**src/rtl/current_loop_defs.svh**
```systemverilog
// register offsets, reset values and timing counts of the current loop
`ifndef CURRENT_LOOP_DEFS_SVH
`define CURRENT_LOOP_DEFS_SVH
`define A_T1_SLOPE    8'h00
`define A_T2_SLOPE    8'h04
`define A_T1_FLAG     8'h08
`define A_T2_FLAG     8'h0C
`define A_CUR_FB      8'h10
`define A_DISP_AMPS   8'h14
`define A_ANGLE       8'h18
`define A_SLEW        8'h1C
`define A_SCALER      8'h20
`define A_OVL_THR     8'h24
`define A_HEAT        8'h28
`define A_COOL        8'h2C
`define A_TUNE_EN     8'h30
`define A_ENDSTOP     8'h34
`define A_OVL_ACC     8'h38
`define A_KID         8'h3C
`define A_KP          8'h40
`define A_KI          8'h44
`define A_MOTOR_K     8'h48
`define A_RSVD        8'h4C
`define A_INHIBIT     8'h50
`define A_SS_EN       8'h54
`define A_SS_MODE     8'h58
`define A_DIRECT      8'h5C
`define A_LOCKOUT     8'h60
`define A_ADAPT_DIS   8'h64
`define A_T1_THR      8'h68
`define A_T2_THR      8'h6C
`define R_T_THR       10'h3E8
`define R_OVL_THR     10'h2BC
`define R_HEAT        8'h1E
`define R_COOL        8'h32
`define R_GAIN        8'h10
`define R_MOTOR_K     8'h19
`define R_SLEW        8'h40
`define R_SCALER      11'h3E8
`define FULL_SCALE    11'h3E8
`define DISP_MAX      16'h07CF
`define ACC_MAX       11'h7CF
`define ANGLE_MIN     16'h0115
`define ANGLE_MIN_RED 16'h0149
`define ANGLE_MAX     16'h03FF
`define ANGLE_MID     16'h028A
`define STANDSTILL_SPD 11'h008
`define DISC_LEVEL    11'h032
`define SUPPLY_HZ     60
`define CLK_MHZ       100
`define TICK_US       1000
`define TICKS_PER_SEC 1000
`define RELAY_MS      50
`define TICK_CYCLES   (`TICK_US * `CLK_MHZ)
`define RELAY_CYCLES  (`RELAY_MS * 1000 * `CLK_MHZ)
`define SS_DELAY_TICKS 8'h64
`endif

```
**src/rtl/current_loop_pkg.sv**
```systemverilog
// types shared by the armature current loop
package current_loop_pkg;
    typedef struct packed {
        logic [9:0]  t1_thr;
        logic [9:0]  t2_thr;
        logic [7:0]  t1_slope;
        logic [7:0]  t2_slope;
        logic [7:0]  slew;
        logic [10:0] scaler;
        logic [9:0]  ovl_thr;
        logic [7:0]  heat;
        logic [7:0]  cool;
        logic        tune_en;
        logic        endstop_red;
        logic [7:0]  kid;
        logic [7:0]  kp;
        logic [7:0]  ki;
        logic [7:0]  motor_k;
        logic        inhibit;
        logic        ss_en;
        logic        ss_mode;
        logic        direct_en;
        logic        lockout;
        logic        adapt_dis;
    } cfg_type;
    typedef struct packed {
        logic [7:0] kid;
        logic [7:0] kp;
        logic [7:0] ki;
        logic [7:0] motor_k;
    } tune_result_type;
    typedef enum logic [2:0] {
        SS_RUN  = 3'b001,
        SS_BACK = 3'b010,
        SS_OFF  = 3'b100
    } ss_state_type;
    typedef enum logic [2:0] {
        T_IDLE = 3'b001,
        T_RUN  = 3'b010,
        T_OPEN = 3'b100
    } tune_state_type;
endpackage

```
**src/rtl/armature_current_loop_control.sv**
```systemverilog
// armature current loop: tapers, slew, PI loop, overload, autotune, standstill
// Function
// above each taper threshold the current limit falls with speed, slope/128
// two read-only flags show speed beyond each taper threshold
// current feedback readable as signed value within plus or minus 1000
// displayed amps are feedback times scaler, within 1999, no control effect
// firing angle output 277 to 1023, 1023 fully phased forward
// demand slew limited to Imax times 6f times setting over 256
// operator sets scaler to Imax/10 above 1999 A, else Imax
// overload integrates only when feedback exceeds threshold, default 700
// accumulator rises with heating time, falls with cooling time
// operator keeps heating time below cooling time
// accumulator readable 0 to 1999, trip when it reaches trip point
// after autotune the ready relay opens 50 ms, then enable clears
// reduced endstop bit raises the back endstop of the firing angle
// gains applied as value/512, continuous integral gain as value/1024
// motor constant scales demand feed-forward; autotune writes it
// firing inhibit stops both bridges and resets the ramps
// standstill phases back below 0.8 percent speed, then inhibits
// standstill mode 0 engages on stop or zero ref, 1 on stop only
// direct firing takes the angle from the post-ramp reference
// with lockout, no bridge change while the partner conducts
// unless disabled, adaptive control uses high gain when discontinuous
// taper 1 threshold setting 0 to 1000, default 1000
// overload, flags and slew update once per control tick
`timescale 1ns/10ps
`include "current_loop_defs.svh"
module armature_current_loop_control
    import current_loop_pkg::*;
#(
    parameter int unsigned TICK_CYCLES  = `TICK_CYCLES,
    parameter int unsigned RELAY_CYCLES = `RELAY_CYCLES
)(
    input  wire logic               clk_i,
    input  wire logic               rst_i,
    input  wire logic               cyc_i,
    input  wire logic               stb_i,
    input  wire logic               we_i,
    input  wire logic [7:0]         adr_i,
    input  wire logic [3:0]         sel_i,
    input  wire logic [31:0]        dat_i,
    output logic [31:0]             dat_o,
    output logic                    ack_o,
    input  wire logic signed [11:0] speed_fb_i,
    input  wire logic signed [11:0] current_fb_i,
    input  wire logic signed [11:0] current_demand_i,
    input  wire logic signed [11:0] post_ramp_ref_i,
    input  wire logic               stop_cmd_i,
    input  wire logic               zero_ref_i,
    input  wire logic               start_i,
    input  wire logic               tune_done_i,
    input  wire tune_result_type    tune_result_i,
    input  wire logic               partner_conducting_i,
    output logic [9:0]              firing_angle_o,
    output logic                    fire_enable_o,
    output logic                    bridge_sel_o,
    output logic                    ramp_reset_o,
    output logic                    ready_relay_o,
    output logic                    overload_trip_o
);
    localparam int unsigned SIX_F = 6 * `SUPPLY_HZ;

    cfg_type             cfg;
    ss_state_type        ss_state;
    tune_state_type      tune_state;
    logic [31:0]         tick_cnt;
    logic                tick;
    logic                partner_meta, partner_s;
    logic                flag1, flag2;
    logic [10:0]         acc;
    logic [17:0]         heat_frac, cool_frac;
    logic [31:0]         relay_cnt;
    logic [7:0]          ss_cnt;
    logic                tune_clear;
    logic signed [15:0]  dem_s;
    logic signed [27:0]  integ;
    logic [31:0]         rd_data;

    function automatic logic [10:0] mag(input logic signed [11:0] v);
        mag = v[11] ? 11'(-v) : 11'(v);
    endfunction

    function automatic logic signed [15:0] lim(input logic signed [27:0] v,
        input logic signed [15:0] lo, input logic signed [15:0] hi);
        if (v < 28'(lo))
            lim = lo;
        else if (v > 28'(hi))
            lim = hi;
        else
            lim = 16'(v);
    endfunction

    // bus handshake: one wait state, ack held a single cycle
    always_ff @(posedge clk_i)
    begin
        if (rst_i)
            ack_o <= 1'b0;
        else
            ack_o <= cyc_i && stb_i && !ack_o;
    end
    wire wr = cyc_i && stb_i && we_i && ack_o && sel_i[0]; // lands where the master sees ack

    // partner conduction comes from another drive, so synchronise it
    always_ff @(posedge clk_i)
    begin
        partner_meta <= partner_conducting_i;
        partner_s    <= partner_meta;
    end

    // control tick, all slow arithmetic runs on it
    always_ff @(posedge clk_i)
    begin
        if (rst_i || tick)
            tick_cnt <= '0;
        else
            tick_cnt <= tick_cnt + 32'h0000_0001;
    end
    assign tick = (tick_cnt == TICK_CYCLES - 1);

    // speed taper of the current limit
    wire [10:0]  spd_abs = mag(speed_fb_i);
    wire [10:0]  cur_abs = mag(current_fb_i);
    wire [10:0]  thr1    = {1'b0, cfg.t1_thr};
    wire [10:0]  thr2    = {1'b0, cfg.t2_thr};
    wire [18:0]  d1      = (spd_abs > thr1) ? 19'(spd_abs - thr1) : '0;
    wire [18:0]  d2      = (spd_abs > thr2) ? 19'(spd_abs - thr2) : '0;
    wire [18:0]  red1    = (d1 * 19'(cfg.t1_slope)) >> 7;
    wire [18:0]  red2    = (d2 * 19'(cfg.t2_slope)) >> 7;
    wire signed [27:0] lt = 28'sd1000 - 28'(red1) - 28'(red2);
    wire signed [15:0] cur_limit = lim(lt, 16'sh0000, 16'sh03E8);
    wire signed [15:0] dem_t = lim(28'(current_demand_i), -cur_limit, cur_limit);

    // slew step per tick; zero setting freezes the demand
    wire [16:0] step_raw = 17'(SIX_F) * 17'(cfg.slew);
    wire signed [15:0] step = 16'(step_raw >> 8);

    // adaptive choice of algorithm
    wire disc = !cfg.adapt_dis && (cur_abs < `DISC_LEVEL);
    wire signed [15:0] err = dem_s - 16'(current_fb_i);
    wire [8:0] gain_i = disc ? {cfg.kid, 1'b0} : {1'b0, cfg.ki};
    wire signed [27:0] p_full = 28'(err) * $signed({20'h0, cfg.kp});
    wire signed [27:0] inc    = 28'(err) * $signed({19'h0, gain_i});
    wire signed [27:0] ff     = disc ? (28'(dem_s) * $signed({20'h0, cfg.motor_k})) >>> 8
                                     : 28'sh0;
    wire signed [27:0] i_next = integ + inc;
    // signed mid point keeps the shifts arithmetic for a negative integrator
    wire signed [27:0] raw    = $signed(28'(`ANGLE_MID)) + (integ >>> 10) + (p_full >>> 9) + ff;
    wire signed [15:0] a_min  = cfg.endstop_red ? `ANGLE_MIN_RED : `ANGLE_MIN;
    wire signed [15:0] loop_angle   = lim(raw, a_min, `ANGLE_MAX);
    wire signed [15:0] direct_angle = lim(28'(post_ramp_ref_i), a_min, `ANGLE_MAX);

    // slewed demand and integrator; inhibit and standstill clear them
    always_ff @(posedge clk_i)
    begin
        if (rst_i || cfg.inhibit || ss_state != SS_RUN)
        begin
            dem_s <= '0;
            integ <= '0;
        end
        else if (tick)
        begin
            if (dem_t > dem_s + step)
                dem_s <= dem_s + step;
            else if (dem_t < dem_s - step)
                dem_s <= dem_s - step;
            else
                dem_s <= dem_t;
            if (i_next > 28'sd1047552)
                integ <= 28'sd1047552; // anti-windup at full angle span
            else if (i_next < -28'sd1047552)
                integ <= -28'sd1047552;
            else
                integ <= i_next;
        end
    end

    // firing angle source selection
    always_ff @(posedge clk_i)
    begin
        if (rst_i)
            firing_angle_o <= 10'(`ANGLE_MIN);
        else if (ss_state != SS_RUN)
            firing_angle_o <= 10'(a_min);
        else if (cfg.direct_en)
            firing_angle_o <= 10'(direct_angle);
        else
            firing_angle_o <= 10'(loop_angle);
    end

    // firing enable and ramp reset
    always_ff @(posedge clk_i)
    begin
        if (rst_i)
        begin
            fire_enable_o <= 1'b0;
            ramp_reset_o  <= 1'b1;
        end
        else
        begin
            fire_enable_o <= !cfg.inhibit && ss_state != SS_OFF;
            ramp_reset_o  <= cfg.inhibit;
        end
    end

    // bridge changes only at zero current and, with lockout set, never while the partner conducts
    always_ff @(posedge clk_i)
    begin
        if (rst_i)
            bridge_sel_o <= 1'b0;
        else if (cur_abs == '0 && !(cfg.lockout && partner_s))
            bridge_sel_o <= dem_s < 0;
    end

    // standstill sequence
    wire ss_cause = cfg.ss_en && (stop_cmd_i || (!cfg.ss_mode && zero_ref_i))
                    && spd_abs < `STANDSTILL_SPD;
    always_ff @(posedge clk_i)
    begin
        if (rst_i || !ss_cause)
        begin
            ss_state <= SS_RUN;
            ss_cnt   <= '0;
        end
        else
        begin
            unique case (ss_state)
                SS_RUN:
                    ss_state <= SS_BACK;
                SS_BACK:
                    if (tick)
                    begin
                        ss_cnt <= ss_cnt + 8'h01;
                        if (ss_cnt == `SS_DELAY_TICKS - 8'h01)
                            ss_state <= SS_OFF;
                    end
                SS_OFF:
                    ss_state <= SS_OFF;
            endcase
        end
    end

    // taper flags, sampled once per tick
    always_ff @(posedge clk_i)
    begin
        if (rst_i)
        begin
            flag1 <= 1'b0;
            flag2 <= 1'b0;
        end
        else if (tick)
        begin
            flag1 <= spd_abs > thr1;
            flag2 <= spd_abs > thr2;
        end
    end

    // current-time overload; one tick per ms gives seconds per count
    wire [17:0] heat_lim = 18'(cfg.heat) * 18'(`TICKS_PER_SEC);
    wire [17:0] cool_lim = 18'(cfg.cool) * 18'(`TICKS_PER_SEC);
    wire [10:0] ovl_thr  = {1'b0, cfg.ovl_thr};
    wire [10:0] trip_pt  = `FULL_SCALE - ovl_thr;
    always_ff @(posedge clk_i)
    begin
        if (rst_i)
        begin
            acc       <= '0;
            heat_frac <= '0;
            cool_frac <= '0;
        end
        else if (tick)
        begin
            if (cur_abs > ovl_thr)
            begin
                cool_frac <= '0;
                if (heat_frac >= heat_lim)
                begin
                    heat_frac <= '0;
                    if (acc < `ACC_MAX)
                        acc <= acc + 11'h001;
                end
                else
                    heat_frac <= heat_frac + 18'(cur_abs - ovl_thr);
            end
            else if (cur_abs < ovl_thr)
            begin
                heat_frac <= '0;
                if (cool_frac >= cool_lim)
                begin
                    cool_frac <= '0;
                    if (acc != '0)
                        acc <= acc - 11'h001;
                end
                else
                    cool_frac <= cool_frac + 18'(ovl_thr - cur_abs);
            end
        end
    end
    always_ff @(posedge clk_i)
    begin
        if (rst_i)
            overload_trip_o <= 1'b0;
        else
            overload_trip_o <= acc >= trip_pt;
    end

    // autotune: run, then hold the ready relay open before clearing enable
    always_ff @(posedge clk_i)
    begin
        if (rst_i)
        begin
            tune_state <= T_IDLE;
            relay_cnt  <= '0;
            tune_clear <= 1'b0;
        end
        else
        begin
            tune_clear <= 1'b0;
            unique case (tune_state)
                T_IDLE:
                    if (cfg.tune_en && start_i && !tune_clear) // no rerun while enable clears
                        tune_state <= T_RUN;
                T_RUN:
                    if (!cfg.tune_en)
                        tune_state <= T_IDLE;
                    else if (tune_done_i)
                    begin
                        tune_state <= T_OPEN;
                        relay_cnt  <= '0;
                    end
                T_OPEN:
                    if (relay_cnt == RELAY_CYCLES - 1)
                    begin
                        tune_state <= T_IDLE;
                        tune_clear <= 1'b1;
                    end
                    else
                        relay_cnt <= relay_cnt + 32'h0000_0001;
            endcase
        end
    end
    assign ready_relay_o = tune_state != T_OPEN;

    // register file; software writes come last so they win over hardware
    always_ff @(posedge clk_i)
    begin
        if (rst_i)
        begin
            cfg             <= '0;
            cfg.t1_thr      <= `R_T_THR;
            cfg.t2_thr      <= `R_T_THR;
            cfg.slew        <= `R_SLEW;
            cfg.scaler      <= `R_SCALER;
            cfg.ovl_thr     <= `R_OVL_THR;
            cfg.heat        <= `R_HEAT;
            cfg.cool        <= `R_COOL;
            cfg.kid         <= `R_GAIN;
            cfg.kp          <= `R_GAIN;
            cfg.ki          <= `R_GAIN;
            cfg.motor_k     <= `R_MOTOR_K;
            cfg.ss_en       <= 1'b1;
        end
        else
        begin
            if (tune_clear)
                cfg.tune_en <= 1'b0;
            if (tune_state == T_RUN && tune_done_i)
            begin
                cfg.kid     <= tune_result_i.kid;
                cfg.kp      <= tune_result_i.kp;
                cfg.ki      <= tune_result_i.ki;
                cfg.motor_k <= tune_result_i.motor_k;
            end
            if (wr)
            begin
                case (adr_i)
                    `A_T1_SLOPE:  cfg.t1_slope    <= dat_i[7:0];
                    `A_T2_SLOPE:  cfg.t2_slope    <= dat_i[7:0];
                    `A_SLEW:      cfg.slew        <= dat_i[7:0];
                    `A_SCALER:    cfg.scaler      <= dat_i[10:0];
                    `A_OVL_THR:   cfg.ovl_thr     <= dat_i[9:0];
                    `A_HEAT:      cfg.heat        <= dat_i[7:0];
                    `A_COOL:      cfg.cool        <= dat_i[7:0];
                    `A_TUNE_EN:   cfg.tune_en     <= dat_i[0];
                    `A_ENDSTOP:   cfg.endstop_red <= dat_i[0];
                    `A_KID:       cfg.kid         <= dat_i[7:0];
                    `A_KP:        cfg.kp          <= dat_i[7:0];
                    `A_KI:        cfg.ki          <= dat_i[7:0];
                    `A_MOTOR_K:   cfg.motor_k     <= dat_i[7:0];
                    `A_INHIBIT:   cfg.inhibit     <= dat_i[0];
                    `A_SS_EN:     cfg.ss_en       <= dat_i[0];
                    `A_SS_MODE:   cfg.ss_mode     <= dat_i[0];
                    `A_DIRECT:    cfg.direct_en   <= dat_i[0];
                    `A_LOCKOUT:   cfg.lockout     <= dat_i[0];
                    `A_ADAPT_DIS: cfg.adapt_dis   <= dat_i[0];
                    `A_T1_THR:    cfg.t1_thr      <= dat_i[9:0];
                    `A_T2_THR:    cfg.t2_thr      <= dat_i[9:0];
                    default:      ;
                endcase
            end
        end
    end

    // displayed amps; scaling never reaches the control path
    wire signed [27:0] disp_full = (28'(current_fb_i) * $signed({17'h0, cfg.scaler}))
                                   / 28'sd1000;
    wire signed [15:0] disp = lim(disp_full, -`DISP_MAX, `DISP_MAX);

    // read mux, unmapped and reserved words read zero
    always_comb
    begin
        rd_data = '0;
        case (adr_i)
            `A_T1_SLOPE:  rd_data[7:0]  = cfg.t1_slope;
            `A_T2_SLOPE:  rd_data[7:0]  = cfg.t2_slope;
            `A_T1_FLAG:   rd_data[0]    = flag1;
            `A_T2_FLAG:   rd_data[0]    = flag2;
            `A_CUR_FB:    rd_data[15:0] = 16'(current_fb_i);
            `A_DISP_AMPS: rd_data[15:0] = disp;
            `A_ANGLE:     rd_data[9:0]  = firing_angle_o;
            `A_SLEW:      rd_data[7:0]  = cfg.slew;
            `A_SCALER:    rd_data[10:0] = cfg.scaler;
            `A_OVL_THR:   rd_data[9:0]  = cfg.ovl_thr;
            `A_HEAT:      rd_data[7:0]  = cfg.heat;
            `A_COOL:      rd_data[7:0]  = cfg.cool;
            `A_TUNE_EN:   rd_data[0]    = cfg.tune_en;
            `A_ENDSTOP:   rd_data[0]    = cfg.endstop_red;
            `A_OVL_ACC:   rd_data[10:0] = acc;
            `A_KID:       rd_data[7:0]  = cfg.kid;
            `A_KP:        rd_data[7:0]  = cfg.kp;
            `A_KI:        rd_data[7:0]  = cfg.ki;
            `A_MOTOR_K:   rd_data[7:0]  = cfg.motor_k;
            `A_INHIBIT:   rd_data[0]    = cfg.inhibit;
            `A_SS_EN:     rd_data[0]    = cfg.ss_en;
            `A_SS_MODE:   rd_data[0]    = cfg.ss_mode;
            `A_DIRECT:    rd_data[0]    = cfg.direct_en;
            `A_LOCKOUT:   rd_data[0]    = cfg.lockout;
            `A_ADAPT_DIS: rd_data[0]    = cfg.adapt_dis;
            `A_T1_THR:    rd_data[9:0]  = cfg.t1_thr;
            `A_T2_THR:    rd_data[9:0]  = cfg.t2_thr;
            default:      rd_data       = '0;
        endcase
    end
    always_ff @(posedge clk_i)
    begin
        if (rst_i)
            dat_o <= '0;
        else if (cyc_i && stb_i && !ack_o)
            dat_o <= rd_data;
    end
endmodule

```
**config.mk**
```make
export PLATFORM = sky130hd
export DESIGN_NAME = armature_current_loop_control
export DESIGN_NICKNAME = d
export VERILOG_FILES = /design/src/rtl/current_loop_pkg.sv /design/src/rtl/armature_current_loop_control.sv
export VERILOG_INCLUDE_DIRS = /design/src /design/src/rtl
export SDC_FILE = /design/constraint.sdc
export NUM_CORES = 2
export LEC_CHECK = 0
export BUFFER_PORTS_ARGS = -buffer_cell sky130_fd_sc_hd__buf_2
export CORE_MARGIN = 1
export CORE_UTILIZATION = 55
export CTS_CLUSTER_DIAMETER = 200
export DETAILED_ROUTE_END_ITERATION = 12
export PLACE_DENSITY_LB_ADDON = 0.2
export SLEW_MARGIN = 10
export SYNTH_ARGS = -nofsm -noshare
export SYNTH_HDL_FRONTEND = slang
export SYNTH_SLANG_ARGS = --single-unit
```
**constraint.sdc**
```tcl
create_clock -name clk_i -period 39.4 [get_ports clk_i]
set_input_delay 0 -clock clk_i [delete_from_list [all_inputs] [get_ports clk_i]]
set_output_delay 0 -clock clk_i [all_outputs]
set_load 0.02 [all_outputs]
```
### Word-level counts from Yosys, hierarchy flattened

Cells that the tools add are included.

* $mul: 9
* reductions and logical operators: 57
* div/mod/pow operators: 1
* equal/unequal tests: 48
* multiplexer cells: 68
* bitwise gates (word level): 1
* $add $sub $neg: 24
* $lt $le $gt $ge: 25

Operators with widths (count)
* 2-to-1 mux 16 bit: 8
* 2-to-1 mux 32 bit: 4
* one-hot mux 7 bit (17 select lines): 1
* 2-to-1 mux 18 bit: 6
* equality test 8 x 7 -> 1 bit, second input constant: 12
* 2-to-1 mux 11 bit: 8
* 2-to-1 mux 28 bit: 3
* adder 32 x 1 -> 32 bit, second input constant: 2
* equality test 8 x 6 -> 1 bit, second input constant: 8
* one-hot mux 32 bit (2 select lines): 1
* 2-to-1 mux 10 bit: 6
* multiplier 16 x 9 -> 25 bit: 2
* 2-to-1 mux 40 bit: 1
* multiplier 19 x 8 -> 19 bit: 2
* 2-to-1 mux 19 bit: 2
* AND reduction 2 bit: 19
* adder 18 bit: 2
* greater-or-equal comparator 18 bit: 2
* subtractor 11 x 10 -> 12 bit: 3
* greater-than comparator 11 x 10 -> 1 bit: 3
* equality test 32 x 17 -> 1 bit, second input constant: 1
* equality test 32 x 23 -> 1 bit, second input constant: 1
* equality test 8 x 5 -> 1 bit, second input constant: 4
* 2-to-1 mux 8 bit: 4
* 71 further kinds: 128

* bits in registers: 326
* word-level logic and storage cells: 276

### Longest topological paths before layout

* depth in word-level cells: 16
* depth in mapped cells: 96
* depth with buffers taken out: 94

### Worst setup path before layout

OpenSTA, ideal clock, no wires.

* kind: register -> register
* start: register cfg[69] (netlist bit)
* end: register dat_o[0]
* path slack: 22.382 ns
* stages on the path, launching flop included: 66
* library setup time: 0.095 ns
* arrival time: 16.922 ns
* path through: dfxtp_1 clkbuf_1 nand2_1 inv_1 fa_1 fa_1 inv_1 fa_1 inv_1 fa_1 inv_1 fa_1 inv_1 ha_1 clkbuf_1 a211oi_1 o21bai_1 o32ai_1 [30 not listed] a2111oi_4 or3_4 or4_1 o311ai_2 a31oi_4 or4_1 a31o_1 and2_1 ha_1 and2_1 clkbuf_1 a31oi_1 xor2_1 nand3_1 a2111oi_4 o31ai_4 or2_1 a221oi_1

* word-level cells in the longest chain between the ends: 6

Ends and longest elaborated chain
* start, declared: line armature_current_loop_control.sv:63 `cfg_type cfg;`
* multiplier 12 x 12 -> 24 bit *: line armature_current_loop_control.sv:404 `wire signed [27:0] disp_full = (28'(current_fb_i) * $signed({17'h0, cfg.scaler}))`
* divider 28 x 11 -> 28 bit *: line armature_current_loop_control.sv:405 `/ 28'sd1000;`
* greater-than comparator 28 x 12 -> 1 bit: line armature_current_loop_control.sv:87 `else if (v > 28'(hi))`
* 2-to-1 mux 16 bit: line armature_current_loop_control.sv:87
* 2-to-1 mux 16 bit *: line armature_current_loop_control.sv:85 `if (v < 28'(lo))`
* one-hot mux 1 bit (27 select lines) *: line armature_current_loop_control.sv:412 `case (adr_i)`
* end signal, assigned: line armature_current_loop_control.sv:448 `dat_o <= rd_data;`
* end, declared: line armature_current_loop_control.sv:42 `output logic [31:0] dat_o,`

Mark *: on every way between the ends. The rest lies on a longest branch, timed or not.
A chain may end at the register's enable or synchronous reset.

### Worst setup path in the final report

* start: register cfg[69] (netlist bit)
* end: register dat_o[1]

* word-level cells in the longest chain between the ends: 6

Ends and longest elaborated chain (line)
* multiplier 12 x 12 -> 24 bit *: armature_current_loop_control.sv:404
* divider 28 x 11 -> 28 bit *: armature_current_loop_control.sv:405
* greater-than comparator 28 x 12 -> 1 bit: armature_current_loop_control.sv:87
* 2-to-1 mux 16 bit: armature_current_loop_control.sv:87
* 2-to-1 mux 16 bit *: armature_current_loop_control.sv:85
* one-hot mux 7 bit (17 select lines) *: armature_current_loop_control.sv:412

Marks and branches as above.

==> summary.txt <==
Placed inst area: 61,000 µm²
Hold path startpoint: adr_i[5]
Via Count: 50.8k
Final period util: 0.532
Count leader, synth: inv_1
RR Startpoint: cfg[69]$_SDFFE_PP1P_
Post-synthesis register bit count: 326
Critical path peak fanout: 25
CP arrival: 21,490 ps
Final setup vio count: 0
Syn Area/Cell: 8.19 µm²
Max-Cap Viols: 0
ANT nets after route: 0
Setup TNS: 0 ps
Root buf cell: clkbuf_16
Slew Viols, Final: 0
Final hold vios: 0
Area share of the largest cell type after synthesis: 0.241
Final global-route overflow total: 0
Required time of the critical path: 39,920 ps
Area of the multi-input gates: 47,500 µm²
CTS tree: yes
Post-synth top area cell: fa_1
YS warnings: 0
Sequential cell area: 6530 µm²
Final Wtd Congestion: 1.06
Die height: 330 µm
Max incr delay on CP: 890 ps
Vias/cell: 5.82
H-tree depth: 2
Clock transition at the registers of the reported paths: 60 ps
Clk sink count: 326
Synth async-reset ratio: 0
Worst-Skew Late Latency: 620 ps
First-pass GRT wire length: 273 mm
Post-Syn Area: 59,200 µm²
Post-Route WL: 169 mm
Ranking of synthesized cells by area: fa_1, ha_1, dfxtp_1
P&R area growth vs syn: 7.20%
Fraction of layout cells with a size suffix above 1: 0.0559
Min Tclk post-route: 20,970 ps
Max Buffers Root-to-Sink: 3
Worst Path Class, Setup: reg -> reg
CP startpoint kind: register
DIE AREA: 109,000 µm²
Fin nets: 8,773
Dpl cells: 8,545
Initial Util: 0.558
Antenna violations before repair: 17
# Post-CTS Setup Buffers: 0
Most used cell, CP: fa_1
Drt drc: 0
Number of synthesized flops with an enable pin: 0
I/O Buffers: 141
Number of DRC markers in iteration 0: 3,908
Worst Tran Pin Value: 1230 ps
Main synth FF type: dfxtp_1
Rows: 119
PostCTS Resize Cnt: 0
Syn Inst Count: 7,223
Unrepaired setup endpoints after global routing: no
Register area share after synthesis: 0.110
Worst rel slew slack: 0.174
Worst Clk Skew: 32.0 ps
Vias in the first global route: 50.0k
Final Non-Filler Cells: 8,725
Post-synthesis cell type count: 133
Worst Hold Class: in -> reg
Worst Setup End Kind: register
Largest net degree at the start of global routing: 80
Post-synth top cells: inv_1, nand2_1, fa_1
Fillers: 9,537
Io pins: 182
TritonRoute pass-1 iters: 6
Max Freq: 47.7 MHz
Number of buffers created by CTS: 43
Avg WL per Cell: 19.4 µm
Status: complete, no violations
Hpwl dp: 137 mm
Chip Width: 330 µm
Slowest cell on crit path: xor2_2
Core Region: 106,000 µm²
Total track usage: 0.317
Fin area: 63,400 µm²
CP startpoint: cfg[69]$_SDFFE_PP1P_
-- kinds of logic (layout without fill, tap and decap cells) --
logic type | after synthesis | count (layout) | synth area share
muxes | 101 | 101 | 0.0176
DFF | 326 | 326 | 0.110
other | 2 | 29 | 0.000127
xor gates and xnor gates | 477 | 477 | 0.0715
buffers and inverters | 1383 | 1467 | 0.0897
AOI/OAI and AO/OA | 1301 | 1301 | 0.149
and+or+nand+nor | 2281 | 2281 | 0.185
adders and majority gates | 1352 | 1352 | 0.376
-- area by class of cell --
type / count / share of cell area
diodes: 11 / 0.000434
clock buffers: 59 / 0.0192
clock inverters: 18 / 0.00385
inverters: 1102 / 0.0652
multi-input cells: 5530 / 0.749
flip-flops and latches: 326 / 0.103
well taps: 1391 / 0.0274
repair buffers: 288 / 0.0323
-- registers in the layout (all words and copies together) (netlist names), 11 cells and up --
register,cells
acc,11
cfg,121
cool_frac,18
dat_o,16
dem_s,16
heat_frac,18
integ,28
relay_cnt,32
tick_cnt,32
-- per-layer routing --
metal  vias to the layer above  global-route usage  part of all wire
met2                      1812               0.499              0.44
met1                     24800               0.440              0.43
met5                         -                   0           0.00024
met3                       314              0.0598             0.095
met4                         6              0.0980             0.033
li1                      23900                   -                 -
-- final timing paths --
path | to | slack, ps | cells past startpoint
worst min-delay path | cfg[39]$_SDFF_PP0_ | 30 | 5
worst max-delay path | dat_o[1]$_SDFFE_PP0P_ | 18430 | 59
worst max register to register | dat_o[1]$_SDFFE_PP0P_ | 18430 | 59
worst min register to register | partner_s$_DFF_P_ | 330 | 0
-- cells in the final DEF, fill, tap and decap left out, drive strengths merged, types with 63 or more instances in the layout --
cell type    count
inv           1108
nand2          809
fa             712
ha             636
nor2           479
a21oi          415
dfxtp          326
xnor2          306
and2           298
o21ai          197
buf            196
xor2           171
nand3          140
a21o           107
nor3           107
o21bai         102
dlygate4sd3     92
mux2i           88
nand2b          80
nor2b           73
nand4           63
-- timing repair --
action	CTS	global route
endpoints found under the hold margin	151	0
hold buffers	92	0
setup endpoints to repair	0	0
-- per-stage QoR --
stage           util  setup slack, ps  hold slack, ps
2_1_floorplan      -            22380            27.7
3_3_place_gp   0.575            19200             104
3_5_place_dp   0.575            18900             106
4_1_cts        0.598            18850            4.15
5_1_grt        0.598            16930            51.3
6_report       0.598            18430            30.4
-- worst max-delay path: cells and delay by family, from the launching register on --
| family | cells | cell delay, ps |
|---|---|---|
| AOI/OAI and AO/OA | 29 | 9590 |
| and+or+nand+nor | 14 | 4270 |
| adders and majority gates | 7 | 3440 |
| xor gates and xnor gates | 3 | 1700 |
| DFF | 1 | 880 |
| buffers and inverters | 4 | 490 |
| muxes | 2 | 420 |
Power is not shown: default switching activity piles up to over one toggle a cycle in this logic, so the estimate is an artifact.
